--- src/cpsa_pkg.sv ---
package cpsa_pkg;

    // ------------------------------------------------------------
    // widths and reset values
    // ------------------------------------------------------------
    localparam int          PC_WIDTH     = 14;
    localparam int          PAGE_BITS    = 8;
    localparam int          PM_BYTES     = 8192;
    localparam int          DATA_W       = 8;
    localparam logic [13:0] PC_RST       = 14'h0000;
    localparam logic [7:0]  CSP_RST      = 8'h00;
    localparam logic [7:0]  DSP_RST      = 8'h00;
    localparam logic [7:0]  EP0_BUF_BASE = 8'hf8;

    // ------------------------------------------------------------
    // layout of the first saved call-stack byte
    // ------------------------------------------------------------
    localparam int SB_C_POS = 7;
    localparam int SB_Z_POS = 6;

    // ------------------------------------------------------------
    // opcodes
    // ------------------------------------------------------------
    localparam logic [7:0] OP_ADD_IMM  = 8'h01;
    localparam logic [7:0] OP_ADD_DIR  = 8'h02;
    localparam logic [7:0] OP_ADD_IDX  = 8'h03;
    localparam logic [7:0] OP_MOVA_IMM = 8'h19;
    localparam logic [7:0] OP_MOVA_DIR = 8'h1a;
    localparam logic [7:0] OP_MOVA_IDX = 8'h1b;
    localparam logic [7:0] OP_MOVX_IMM = 8'h1c;
    localparam logic [7:0] OP_MOVX_DIR = 8'h1d;
    localparam logic [7:0] OP_PAGE_ADV = 8'h1f;
    localparam logic [7:0] OP_INC_X    = 8'h22;
    localparam logic [7:0] OP_POP_A    = 8'h2b;
    localparam logic [7:0] OP_POP_X    = 8'h2c;
    localparam logic [7:0] OP_PUSH_A   = 8'h2d;
    localparam logic [7:0] OP_PUSH_X   = 8'h2e;
    localparam logic [7:0] OP_SWAP_DSP = 8'h30;
    localparam logic [7:0] OP_ST_DIR   = 8'h31;
    localparam logic [7:0] OP_ST_IDX   = 8'h32;
    localparam logic [7:0] OP_SUB_RET  = 8'h3f;
    localparam logic [7:0] OP_MOV_A_X  = 8'h40;
    localparam logic [7:0] OP_MOV_X_A  = 8'h41;
    localparam logic [7:0] OP_SP_LOAD  = 8'h60;
    localparam logic [7:0] OP_INT_DIS  = 8'h70;
    localparam logic [7:0] OP_INT_ENA  = 8'h72;
    localparam logic [7:0] OP_INT_RET  = 8'h73;

    typedef enum logic [11:0] {
        S_FETCH = 12'h001,
        S_OP    = 12'h002,
        S_ARG   = 12'h004,
        S_MEM   = 12'h008,
        S_MRD   = 12'h010,
        S_DPUSH = 12'h020,
        S_DPOP  = 12'h040,
        S_CS1   = 12'h080,
        S_CS2   = 12'h100,
        S_RS1   = 12'h200,
        S_RS2   = 12'h400,
        S_RS3   = 12'h800
    } cpsa_state_t;

endpackage : cpsa_pkg

--- src/cpsa_ptr_if.sv ---
`timescale 1ns/1ps
interface cpsa_ptr_if #(parameter int W = 8);
    logic         inc;
    logic         dec;
    logic         ld;
    logic [W-1:0] ld_val;
    logic [W-1:0] q;
    modport ctl (output inc, output dec, output ld, output ld_val, input q);
    modport ptr (input inc, input dec, input ld, input ld_val, output q);
endinterface : cpsa_ptr_if

--- src/cpsa_ptr.sv ---
`timescale 1ns/1ps
module cpsa_ptr
    import cpsa_pkg::*;
#(
    parameter int           W   = 8,
    parameter logic [W-1:0] RST = '0
)(
    input  wire logic clk_in,
    input  wire logic rst_in,
    cpsa_ptr_if.ptr   p
);
    // ------------------------------------------------------------
    // stack pointer: load beats step, wraps modulo 2**W
    // ------------------------------------------------------------
    always_ff @(posedge clk_in or posedge rst_in)
    begin
        if (rst_in)
            p.q <= RST;
        else if (p.ld)
            p.q <= p.ld_val;
        else if (p.inc)
            p.q <= p.q + W'(1);
        else if (p.dec)
            p.q <= p.q - W'(1);
    end
endmodule : cpsa_ptr

--- src/cpsa_agen.sv ---
`timescale 1ns/1ps
module cpsa_agen
    import cpsa_pkg::*;
#(
    parameter int W = DATA_W
)(
    input  wire logic [W-1:0] base_in,
    input  wire logic [W-1:0] index_in,
    input  wire logic         indexed_in,
    output logic      [W-1:0] ea_out
);
    // ------------------------------------------------------------
    // effective address; carry out is dropped on purpose
    // ------------------------------------------------------------
    wire logic [W-1:0] sum_w = base_in + index_in;
    assign ea_out = indexed_in ? sum_w : base_in;
endmodule : cpsa_agen

--- src/cpsa_core.sv ---
`timescale 1ns/1ps
module cpsa_core
    import cpsa_pkg::*;
(
    input  wire logic                clk_in,
    input  wire logic                rst_in,
    output logic [PC_WIDTH-1:0]      pm_addr_out,
    input  wire logic [DATA_W-1:0]   pm_data_in,
    output logic [DATA_W-1:0]        ram_addr_out,
    output logic [DATA_W-1:0]        ram_wdata_out,
    output logic                     ram_we_out,
    input  wire logic [DATA_W-1:0]   ram_rdata_in,
    input  wire logic                irq_in,
    input  wire logic [PC_WIDTH-1:0] irq_vector_in,
    output logic                     irq_ack_out,
    output logic                     int_en_out,
    output logic [DATA_W-1:0]        acc_out,
    output logic [DATA_W-1:0]        index_out,
    output logic [DATA_W-1:0]        call_sp_out,
    output logic [DATA_W-1:0]        operand_sp_out,
    output logic                     carry_out,
    output logic                     zero_out,
    output logic                     ep0_access_out
);
    // ------------------------------------------------------------
    // state
    // ------------------------------------------------------------
    cpsa_state_t         state_r, state_nxt;
    logic [PC_WIDTH-1:0] pc_r, pc_nxt, tgt_r, tgt_nxt, pm_addr_r, pm_addr_nxt;
    logic [7:0]          ir_r, ir_nxt, arg_r, arg_nxt, acc_r, acc_nxt, x_r, x_nxt;
    logic [7:0]          ram_addr_r, ram_addr_nxt, ram_wd_r, ram_wd_nxt;
    logic                ram_we_r, ram_we_nxt, c_r, c_nxt, z_r, z_nxt;
    logic                ie_r, ie_nxt, ack_r, ack_nxt, ep_r, booted_r;
    logic                csp_inc, csp_dec, csp_ld, dsp_inc, dsp_dec, dsp_ld;

    cpsa_ptr_if #(.W(DATA_W)) csp_if ();
    cpsa_ptr_if #(.W(DATA_W)) dsp_if ();

    cpsa_ptr #(.W(DATA_W), .RST(CSP_RST)) u_csp (
        .clk_in (clk_in),
        .rst_in (rst_in),
        .p      (csp_if.ptr)
    );

    cpsa_ptr #(.W(DATA_W), .RST(DSP_RST)) u_dsp (
        .clk_in (clk_in),
        .rst_in (rst_in),
        .p      (dsp_if.ptr)
    );

    // ------------------------------------------------------------
    // decode
    // ------------------------------------------------------------
    wire logic [7:0] op      = (state_r == S_OP) ? pm_data_in : ir_r;
    wire logic [3:0] grp     = op[7:4];
    wire logic       two_b   = (op >= OP_ADD_IMM && op <= OP_MOVX_DIR) ||
                               (op >= OP_ST_DIR && op <= 8'h39) ||
                               (op >= 8'h23 && op <= 8'h24) ||
                               (op >= 8'h27 && op <= 8'h2a) ||
                               grp == 4'h5 || op[7];
    wire logic       is_idx  = op == OP_ADD_IDX || op == OP_MOVA_IDX || op == OP_ST_IDX;
    wire logic       is_wr   = op == OP_ST_DIR || op == OP_ST_IDX;
    wire logic       is_rd   = is_idx || op == OP_ADD_DIR || op == OP_MOVA_DIR ||
                               op == OP_MOVX_DIR;
    wire logic       is_add  = op == OP_ADD_IMM || op == OP_ADD_DIR || op == OP_ADD_IDX;
    wire logic       dst_x   = op == OP_MOVX_IMM || op == OP_MOVX_DIR || op == OP_POP_X;
    wire logic       is_call = grp == 4'h9 || grp == 4'h5;
    wire logic       take    = grp == 4'h8 || (grp == 4'ha && z_r) ||
                               (grp == 4'hb && !z_r) || (grp == 4'hc && c_r) ||
                               (grp == 4'hd && !c_r);
    wire logic       is_interrupt_return_op = op == OP_INT_RET;
    // call/jump targets: 8x/9x low 4 KB, 5x upper 4 KB
    wire logic [PC_WIDTH-1:0] jt = {1'b0, ~op[7], op[3:0], pm_data_in};
    wire logic [7:0]  ld_src  = (state_r == S_MRD || state_r == S_DPOP) ?
                                ram_rdata_in : pm_data_in;
    wire logic [8:0]  sum     = {1'b0, acc_r} + {1'b0, ld_src};
    wire logic [7:0]  lo_inc  = pc_r[7:0] + 8'h01;
    wire logic [7:0]  byte1   = {c_r, z_r, pc_r[PC_WIDTH-1:PAGE_BITS]};
    wire logic        irq_go  = irq_in && ie_r;
    wire logic [7:0]  ea;

    cpsa_agen #(.W(DATA_W)) u_agen (
        .base_in    (arg_r),
        .index_in   (x_r),
        .indexed_in (is_idx),
        .ea_out     (ea)
    );

    assign csp_if.inc    = csp_inc;
    assign csp_if.dec    = csp_dec;
    assign csp_if.ld     = csp_ld;
    assign csp_if.ld_val = acc_r;
    assign dsp_if.inc    = dsp_inc;
    assign dsp_if.dec    = dsp_dec;
    assign dsp_if.ld     = dsp_ld;
    assign dsp_if.ld_val = acc_r;

    // ------------------------------------------------------------
    // next state
    // ------------------------------------------------------------
    always_comb
    begin
        state_nxt = state_r; pc_nxt = pc_r; tgt_nxt = tgt_r; pm_addr_nxt = pm_addr_r;
        ir_nxt = ir_r; arg_nxt = arg_r; acc_nxt = acc_r; x_nxt = x_r;
        ram_addr_nxt = ram_addr_r; ram_wd_nxt = ram_wd_r; ram_we_nxt = 1'b0;
        c_nxt = c_r; z_nxt = z_r; ie_nxt = ie_r; ack_nxt = 1'b0;
        csp_inc = 1'b0; csp_dec = 1'b0; csp_ld = 1'b0;
        dsp_inc = 1'b0; dsp_dec = 1'b0; dsp_ld = 1'b0;
        case (state_r)
            S_FETCH:
            begin
                if (irq_go)
                begin
                    ie_nxt    = 1'b0;
                    ack_nxt   = 1'b1;
                    tgt_nxt   = irq_vector_in;
                    state_nxt = S_CS1;
                end
                else
                begin
                    pm_addr_nxt = pc_r;
                    state_nxt   = S_OP;
                end
            end
            S_OP:
            begin
                ir_nxt    = pm_data_in;
                pc_nxt    = {pc_r[PC_WIDTH-1:PAGE_BITS], lo_inc};
                state_nxt = S_FETCH;
                if (two_b)
                begin
                    pm_addr_nxt = {pc_r[PC_WIDTH-1:PAGE_BITS], lo_inc};
                    state_nxt   = S_ARG;
                end
                else
                begin
                    case (op)
                        OP_PAGE_ADV: pc_nxt = {pc_r[PC_WIDTH-1:PAGE_BITS] + 6'h01, lo_inc};
                        OP_INC_X:    x_nxt = x_r + 8'h01;
                        OP_MOV_A_X:  acc_nxt = x_r;
                        OP_MOV_X_A:  x_nxt = acc_r;
                        OP_SP_LOAD:  csp_ld = 1'b1;
                        OP_SWAP_DSP:
                        begin
                            dsp_ld  = 1'b1;
                            acc_nxt = dsp_if.q;
                        end
                        OP_INT_DIS:  ie_nxt = 1'b0;
                        OP_INT_ENA:  ie_nxt = 1'b1;
                        OP_PUSH_A, OP_PUSH_X:
                        begin
                            dsp_dec   = 1'b1;
                            state_nxt = S_DPUSH;
                        end
                        OP_POP_A, OP_POP_X:
                        begin
                            ram_addr_nxt = dsp_if.q;
                            state_nxt    = S_DPOP;
                        end
                        OP_SUB_RET, OP_INT_RET:
                        begin
                            csp_dec   = 1'b1;
                            state_nxt = S_RS1;
                        end
                        default: state_nxt = S_FETCH;
                    endcase
                end
            end
            S_ARG:
            begin
                arg_nxt   = pm_data_in;
                pc_nxt    = {pc_r[PC_WIDTH-1:PAGE_BITS], lo_inc};
                state_nxt = S_FETCH;
                if (is_call)
                begin
                    tgt_nxt   = jt;
                    state_nxt = S_CS1;
                end
                else if (op[7])
                begin
                    if (take)
                        pc_nxt = jt;
                end
                else if (is_add)
                begin
                    if (op == OP_ADD_IMM)
                    begin
                        {c_nxt, acc_nxt} = sum;
                        z_nxt = sum[7:0] == 8'h00;
                    end
                    else
                        state_nxt = S_MEM;
                end
                else if (op == OP_MOVA_IMM)
                    acc_nxt = pm_data_in;
                else if (op == OP_MOVX_IMM)
                    x_nxt = pm_data_in;
                else if (is_rd || is_wr)
                    state_nxt = S_MEM;
            end
            S_MEM:
            begin
                ram_addr_nxt = ea;
                state_nxt    = is_wr ? S_FETCH : S_MRD;
                if (is_wr)
                begin
                    ram_we_nxt = 1'b1;
                    ram_wd_nxt = acc_r;
                end
            end
            S_MRD, S_DPOP:
            begin
                state_nxt = S_FETCH;
                if (state_r == S_DPOP)
                    dsp_inc = 1'b1;
                if (is_add)
                begin
                    {c_nxt, acc_nxt} = sum;
                    z_nxt = sum[7:0] == 8'h00;
                end
                else if (dst_x)
                    x_nxt = ld_src;
                else
                    acc_nxt = ld_src;
            end
            S_DPUSH:
            begin
                ram_addr_nxt = dsp_if.q;
                ram_wd_nxt   = (op == OP_PUSH_X) ? x_r : acc_r;
                ram_we_nxt   = 1'b1;
                state_nxt    = S_FETCH;
            end
            S_CS1, S_CS2:
            begin
                // pc_r already points past the call here, or at the next instruction to fetch on interrupt entry
                ram_addr_nxt = csp_if.q;
                ram_wd_nxt   = (state_r == S_CS1) ? byte1 : pc_r[7:0];
                ram_we_nxt   = 1'b1;
                csp_inc      = 1'b1;
                state_nxt    = (state_r == S_CS1) ? S_CS2 : S_FETCH;
                if (state_r == S_CS2)
                    pc_nxt = tgt_r;
            end
            S_RS1:
            begin
                ram_addr_nxt = csp_if.q;
                csp_dec      = 1'b1;
                state_nxt    = S_RS2;
            end
            S_RS2:
            begin
                pc_nxt[7:0]  = ram_rdata_in;
                ram_addr_nxt = csp_if.q;
                state_nxt    = S_RS3;
            end
            S_RS3:
            begin
                pc_nxt[PC_WIDTH-1:PAGE_BITS] = ram_rdata_in[PC_WIDTH-PAGE_BITS-1:0];
                state_nxt = S_FETCH;
                if (is_interrupt_return_op)
                begin
                    c_nxt  = ram_rdata_in[SB_C_POS];
                    z_nxt  = ram_rdata_in[SB_Z_POS];
                    ie_nxt = 1'b1;
                end
            end
            default: state_nxt = S_FETCH;
        endcase
    end

    // ------------------------------------------------------------
    // registers
    // ------------------------------------------------------------
    always_ff @(posedge clk_in or posedge rst_in)
    begin
        if (rst_in)
        begin
            state_r <= S_FETCH; pc_r <= PC_RST; tgt_r <= PC_RST;
            pm_addr_r <= PC_RST; ir_r <= 8'h00; arg_r <= 8'h00;
            acc_r <= 8'h00; x_r <= 8'h00; c_r <= 1'b0; z_r <= 1'b0;
            ram_addr_r <= 8'h00; ram_wd_r <= 8'h00; ram_we_r <= 1'b0;
            ie_r <= 1'b0; ack_r <= 1'b0; ep_r <= 1'b0; booted_r <= 1'b0;
        end
        else
        begin
            state_r <= state_nxt; pc_r <= pc_nxt; tgt_r <= tgt_nxt;
            pm_addr_r <= pm_addr_nxt; ir_r <= ir_nxt; arg_r <= arg_nxt;
            acc_r <= acc_nxt; x_r <= x_nxt; c_r <= c_nxt; z_r <= z_nxt;
            ram_addr_r <= ram_addr_nxt; ram_wd_r <= ram_wd_nxt; ram_we_r <= ram_we_nxt;
            ie_r <= ie_nxt; ack_r <= ack_nxt;
            ep_r <= ram_addr_nxt >= EP0_BUF_BASE;
            booted_r <= booted_r || state_r == S_OP;
        end
    end

    // pc reaches outputs only as the fetch address and as the saved call-stack bytes on ram_wdata_out
    assign pm_addr_out    = pm_addr_r;
    assign ram_addr_out   = ram_addr_r;
    assign ram_wdata_out  = ram_wd_r;
    assign ram_we_out     = ram_we_r;
    assign irq_ack_out    = ack_r;
    assign int_en_out     = ie_r;
    assign acc_out        = acc_r;
    assign index_out      = x_r;
    assign call_sp_out    = csp_if.q;
    assign operand_sp_out = dsp_if.q;
    assign carry_out      = c_r;
    assign zero_out       = z_r;
    assign ep0_access_out = ep_r;
endmodule : cpsa_core

--- config.mk ---
export PLATFORM = sky130hd
export DESIGN_NAME = cpsa_core
export DESIGN_NICKNAME = d
export VERILOG_FILES = /design/src/cpsa_pkg.sv /design/src/cpsa_ptr_if.sv /design/src/cpsa_ptr.sv /design/src/cpsa_agen.sv /design/src/cpsa_core.sv
export SDC_FILE = /design/constraint.sdc
export NUM_CORES = 1
export LEC_CHECK = 0
export CORE_MARGIN = 3
export CORE_UTILIZATION = 31
export DETAILED_ROUTE_END_ITERATION = 8
export DONT_BUFFER_PORTS = 1
export PLACE_DENSITY_LB_ADDON = 0.12
export SLEW_MARGIN = 20
export SYNTH_ARGS = -nofsm -noshare
export SYNTH_HDL_FRONTEND = slang
export SYNTH_SLANG_ARGS = --single-unit
export TNS_END_PERCENT = 20
--- constraint.sdc ---
create_clock -name clk_in -period 9.4 [get_ports clk_in]
set_clock_uncertainty 0.15 [all_clocks]
set_input_delay 1.88 -clock clk_in [delete_from_list [all_inputs] [get_ports clk_in]]
set_output_delay 1.88 -clock clk_in [all_outputs]
set_load 0.005 [all_outputs]
==> out/results.ini <==
[global_route]
antenna_found_initial=1
globalRouteOverflowTotal=0
grt_max_degree=68
track_usage_pct=22.7
grt_pass1_vias=7909
grt_pass1_wl_mm=53.4

[layout]
drive_gt1_share_pct=10.1
nFillCells=3025
n_antenna_cell=0
multi_input_area_sq_mm=0.00560
final_nets=1107
seqCellArea_sq_mm=0.00310
final_common_cell=nand2_1
layout_common_cells=143 x nand2_1, 123 x dfrtp_1, 96 x nor2_1
area_growth_pct=9.88

[critical_path]
worst_ep_arrival_time_ns=4.75
crit_start=state_r[2]
path_depth=10
r2r_setup_slack_ns=4.81
worstSetupPathType=reg2reg
slowest_stage=mux2i_1
crit_required_ns=9.56
path_cells=nor4b_2 > nand3_4 > mux2i_1 > inv_2 > o22ai_2 > nand2b_1 > a21oi_1 > nor2_1 > o21ai_0 > mux2_2
cp-endpoint=acc_out[3]
worst-path-max-fanout=43
reg2reg_depth=10
critPathBufInv=1
cp-end-kind=flip-flop
r2r_end=acc_out[3]
worst_setup_path_start_kind=flip-flop
cp_top_family=simple AND/OR/NAND/NOR gates
crit_path_max_incr_delay_ns=0.86
r2r-start=state_r[2]

[drt]
via_count=8224
drc_errors=0
drtPass1Iterations=8
postRouteAntennaNets=0
drt_iter0_drc=799
finalWirelength_mm=35.8
wl_per_cell_um=24.9
via_per_inst=5.72

[yosys]
syn_inst=1063
synth-seq-area-share_pct=34.1
synth_area_sq_mm=0.00910
synth_flop_cell=dfrtp_1
ys_ff_latch=124
synth_nets=1130
syn_area_per_cell_sq_um=8.57
ys_types=84
yosysWarnings=0
synth_edf_count=0
synthArstFlopShare_pct=100

[run]
drv_cap=0

[clocking]
cts_root_buf=clkbuf_16
cts_buffers=17
clk_pin_slew_ns=0.07
insertion_delay_ns=0.43
holdBufCountCts=0
cts_tree=done
ctsLongestPathBuffers=2
postCtsSetupBuffers=0
h-tree-depth=4
cts.sink_count=124
cts-resized-gates=0

[floorplanning]
die_h_um=177
fp-row-count=62
core_area_sq_mm=0.0289
die_area_sq_mm=0.0315
dieWidth_um=177
start_util_pct=31.6
boundaryPins=101

[sta]
min_period_ns=4.59
rsz0062_at_grt=no
fin_setup_tns_ns=0
fin_crit_sh_pct=48.9
whs_ns=0.328
setup_viol=0
worst_pin_slew_ns=1.07
max_freq_mhz=218
hold_viol=0
fin_ws_ns=4.81
drv_slew=0
slew_headroom_pct=28.1

[place]
io_buffer_count=0
gp_congestion=0.872
dpl_worst_slack_ns=4.75
post-dp-hpwl_mm=26.7

[power]
report.power.total_mw=3.16
ir_worst_vdd_mv=0.145
p_leak_nw=4.35
p_per_area_mw_per_mm2=316

[status]
status=finished, final reports clean

[min_path]
holdCritPathClass=reg2reg

## worst reg2reg max path, stage by stage (launching register included)
cell	delay (ns)
dfrtp_1	0.47
nor4b_2	0.51
nand3_4	0.63
mux2i_1	0.89
inv_2	0.28
o22ai_2	0.66
nand2b_1	0.22
a21oi_1	0.07
nor2_1	0.20
o21ai_0	0.11
mux2_2	0.30
## cell families after synthesis
group | after synthesis | share of synthesized area (%)
AND/OR/NAND/NOR | 422 | 23.2
buffers and inverters | 94 | 4.69
AO/OA/AOI/OAI | 276 | 20.4
multiplexers | 68 | 8.30
adder cells (fa/ha/maj) | 34 | 5.00
flip-flops | 124 | 34.1
XOR/XNOR | 45 | 4.33
## layout make-up
class | instances | area share, %
sequential | 124 | 31.0
clock inverter | 14 | 1.38
tap | 384 | 4.80
multi-input combinational | 845 | 55.9
inverter | 37 | 1.44
timing repair buffer | 15 | 1.13
clock buffer | 18 | 4.29
## state kept, by name (all words and copies together), names as in the netlist
register / flops
u_csp.p.q: 8
ram_addr_out: 8
carry_out: 1
ir_r: 8
pc_r: 14
int_en_out: 1
zero_out: 1
u_dsp.p.q: 8
irq_ack_out: 1
state_r: 12
arg_r: 8
acc_out: 8
ram_we_out: 1
ep0_access_out: 1
pm_addr_out: 14
index_out: 8
ram_wdata_out: 8
tgt_r: 14
## routing by layer
metal	vias to the layer above	track usage [%]	part of all wire, %
met5	-	0	0.031
met4	2	5.92	1.9
met3	39	5.24	8.8
met2	356	34.9	45
met1	4003	32.2	45
li1	3824	-	-
## stage by stage
step,utilization (%),instance area (sq um),std cells
2_1_floorplan,-,9100,1063
4_1_cts,34.6,10000,1437
6_report,34.7,10000,1437
3_3_place_gp,32.7,9430,1405
5_1_grt,34.7,10000,1437
3_5_place_dp,32.7,9430,1405
## how the worst min path moves through the flow
stage / start / to / cells after the start
floorplan: tgt_r[13] / tgt_r[13] / 2
global placement: tgt_r[11] / tgt_r[11] / 2
detailed placement: tgt_r[13] / tgt_r[13] / 2
CTS: tgt_r[13] / tgt_r[13] / 2
global route: tgt_r[9] / tgt_r[9] / 2
finish: tgt_r[13] / tgt_r[13] / 2
## where the power goes
| part | internal, mW | leakage, nW | switching (mW) | total, mW |
|---|---|---|---|---|
| logic | 0.602 | 2.52 | 0.849 | 1.45 |
| clock network | 0.369 | 0.266 | 0.288 | 0.657 |
| registers | 0.717 | 1.56 | 0.334 | 1.05 |
| total | 1.69 | 4.35 | 1.47 | 3.16 |
## Yosys cell counts (all sizes together), types with 3 or more instances
cell type / n / area (sq um)
o41ai: 4 / 35.0
or2: 5 / 31.3
nor2b: 20 / 125
nor4b: 8 / 76.3
nor3: 30 / 173
ha: 30 / 375
o22ai: 4 / 37.5
buf: 23 / 160
mux2i: 49 / 519
o21bai: 5 / 37.5
nand4: 10 / 62.6
nand2: 144 / 548
a21o: 11 / 82.6
a211oi: 7 / 52.6
fa: 4 / 80.1
a222oi: 12 / 120
nand2b: 11 / 68.8
and3: 10 / 62.6
and2: 9 / 57.6
mux2: 19 / 236
xnor2: 33 / 289
o211a: 6 / 67.6
nor4: 14 / 133
a221oi: 10 / 111
clkbuf: 34 / 128
o31ai: 6 / 45.0
a221o: 3 / 30.0
nor2: 99 / 379
or3: 6 / 37.5
xor2: 12 / 105
a22oi: 8 / 60.1
inv: 37 / 139
o211ai: 13 / 103
o21a: 14 / 105
a21oi: 74 / 374
or4: 4 / 37.5
a31oi: 17 / 106
a211o: 3 / 26.3
nand3: 41 / 218
o21ai: 65 / 325
dfrtp: 123 / 3080
Power figures use the tool's default switching activity.
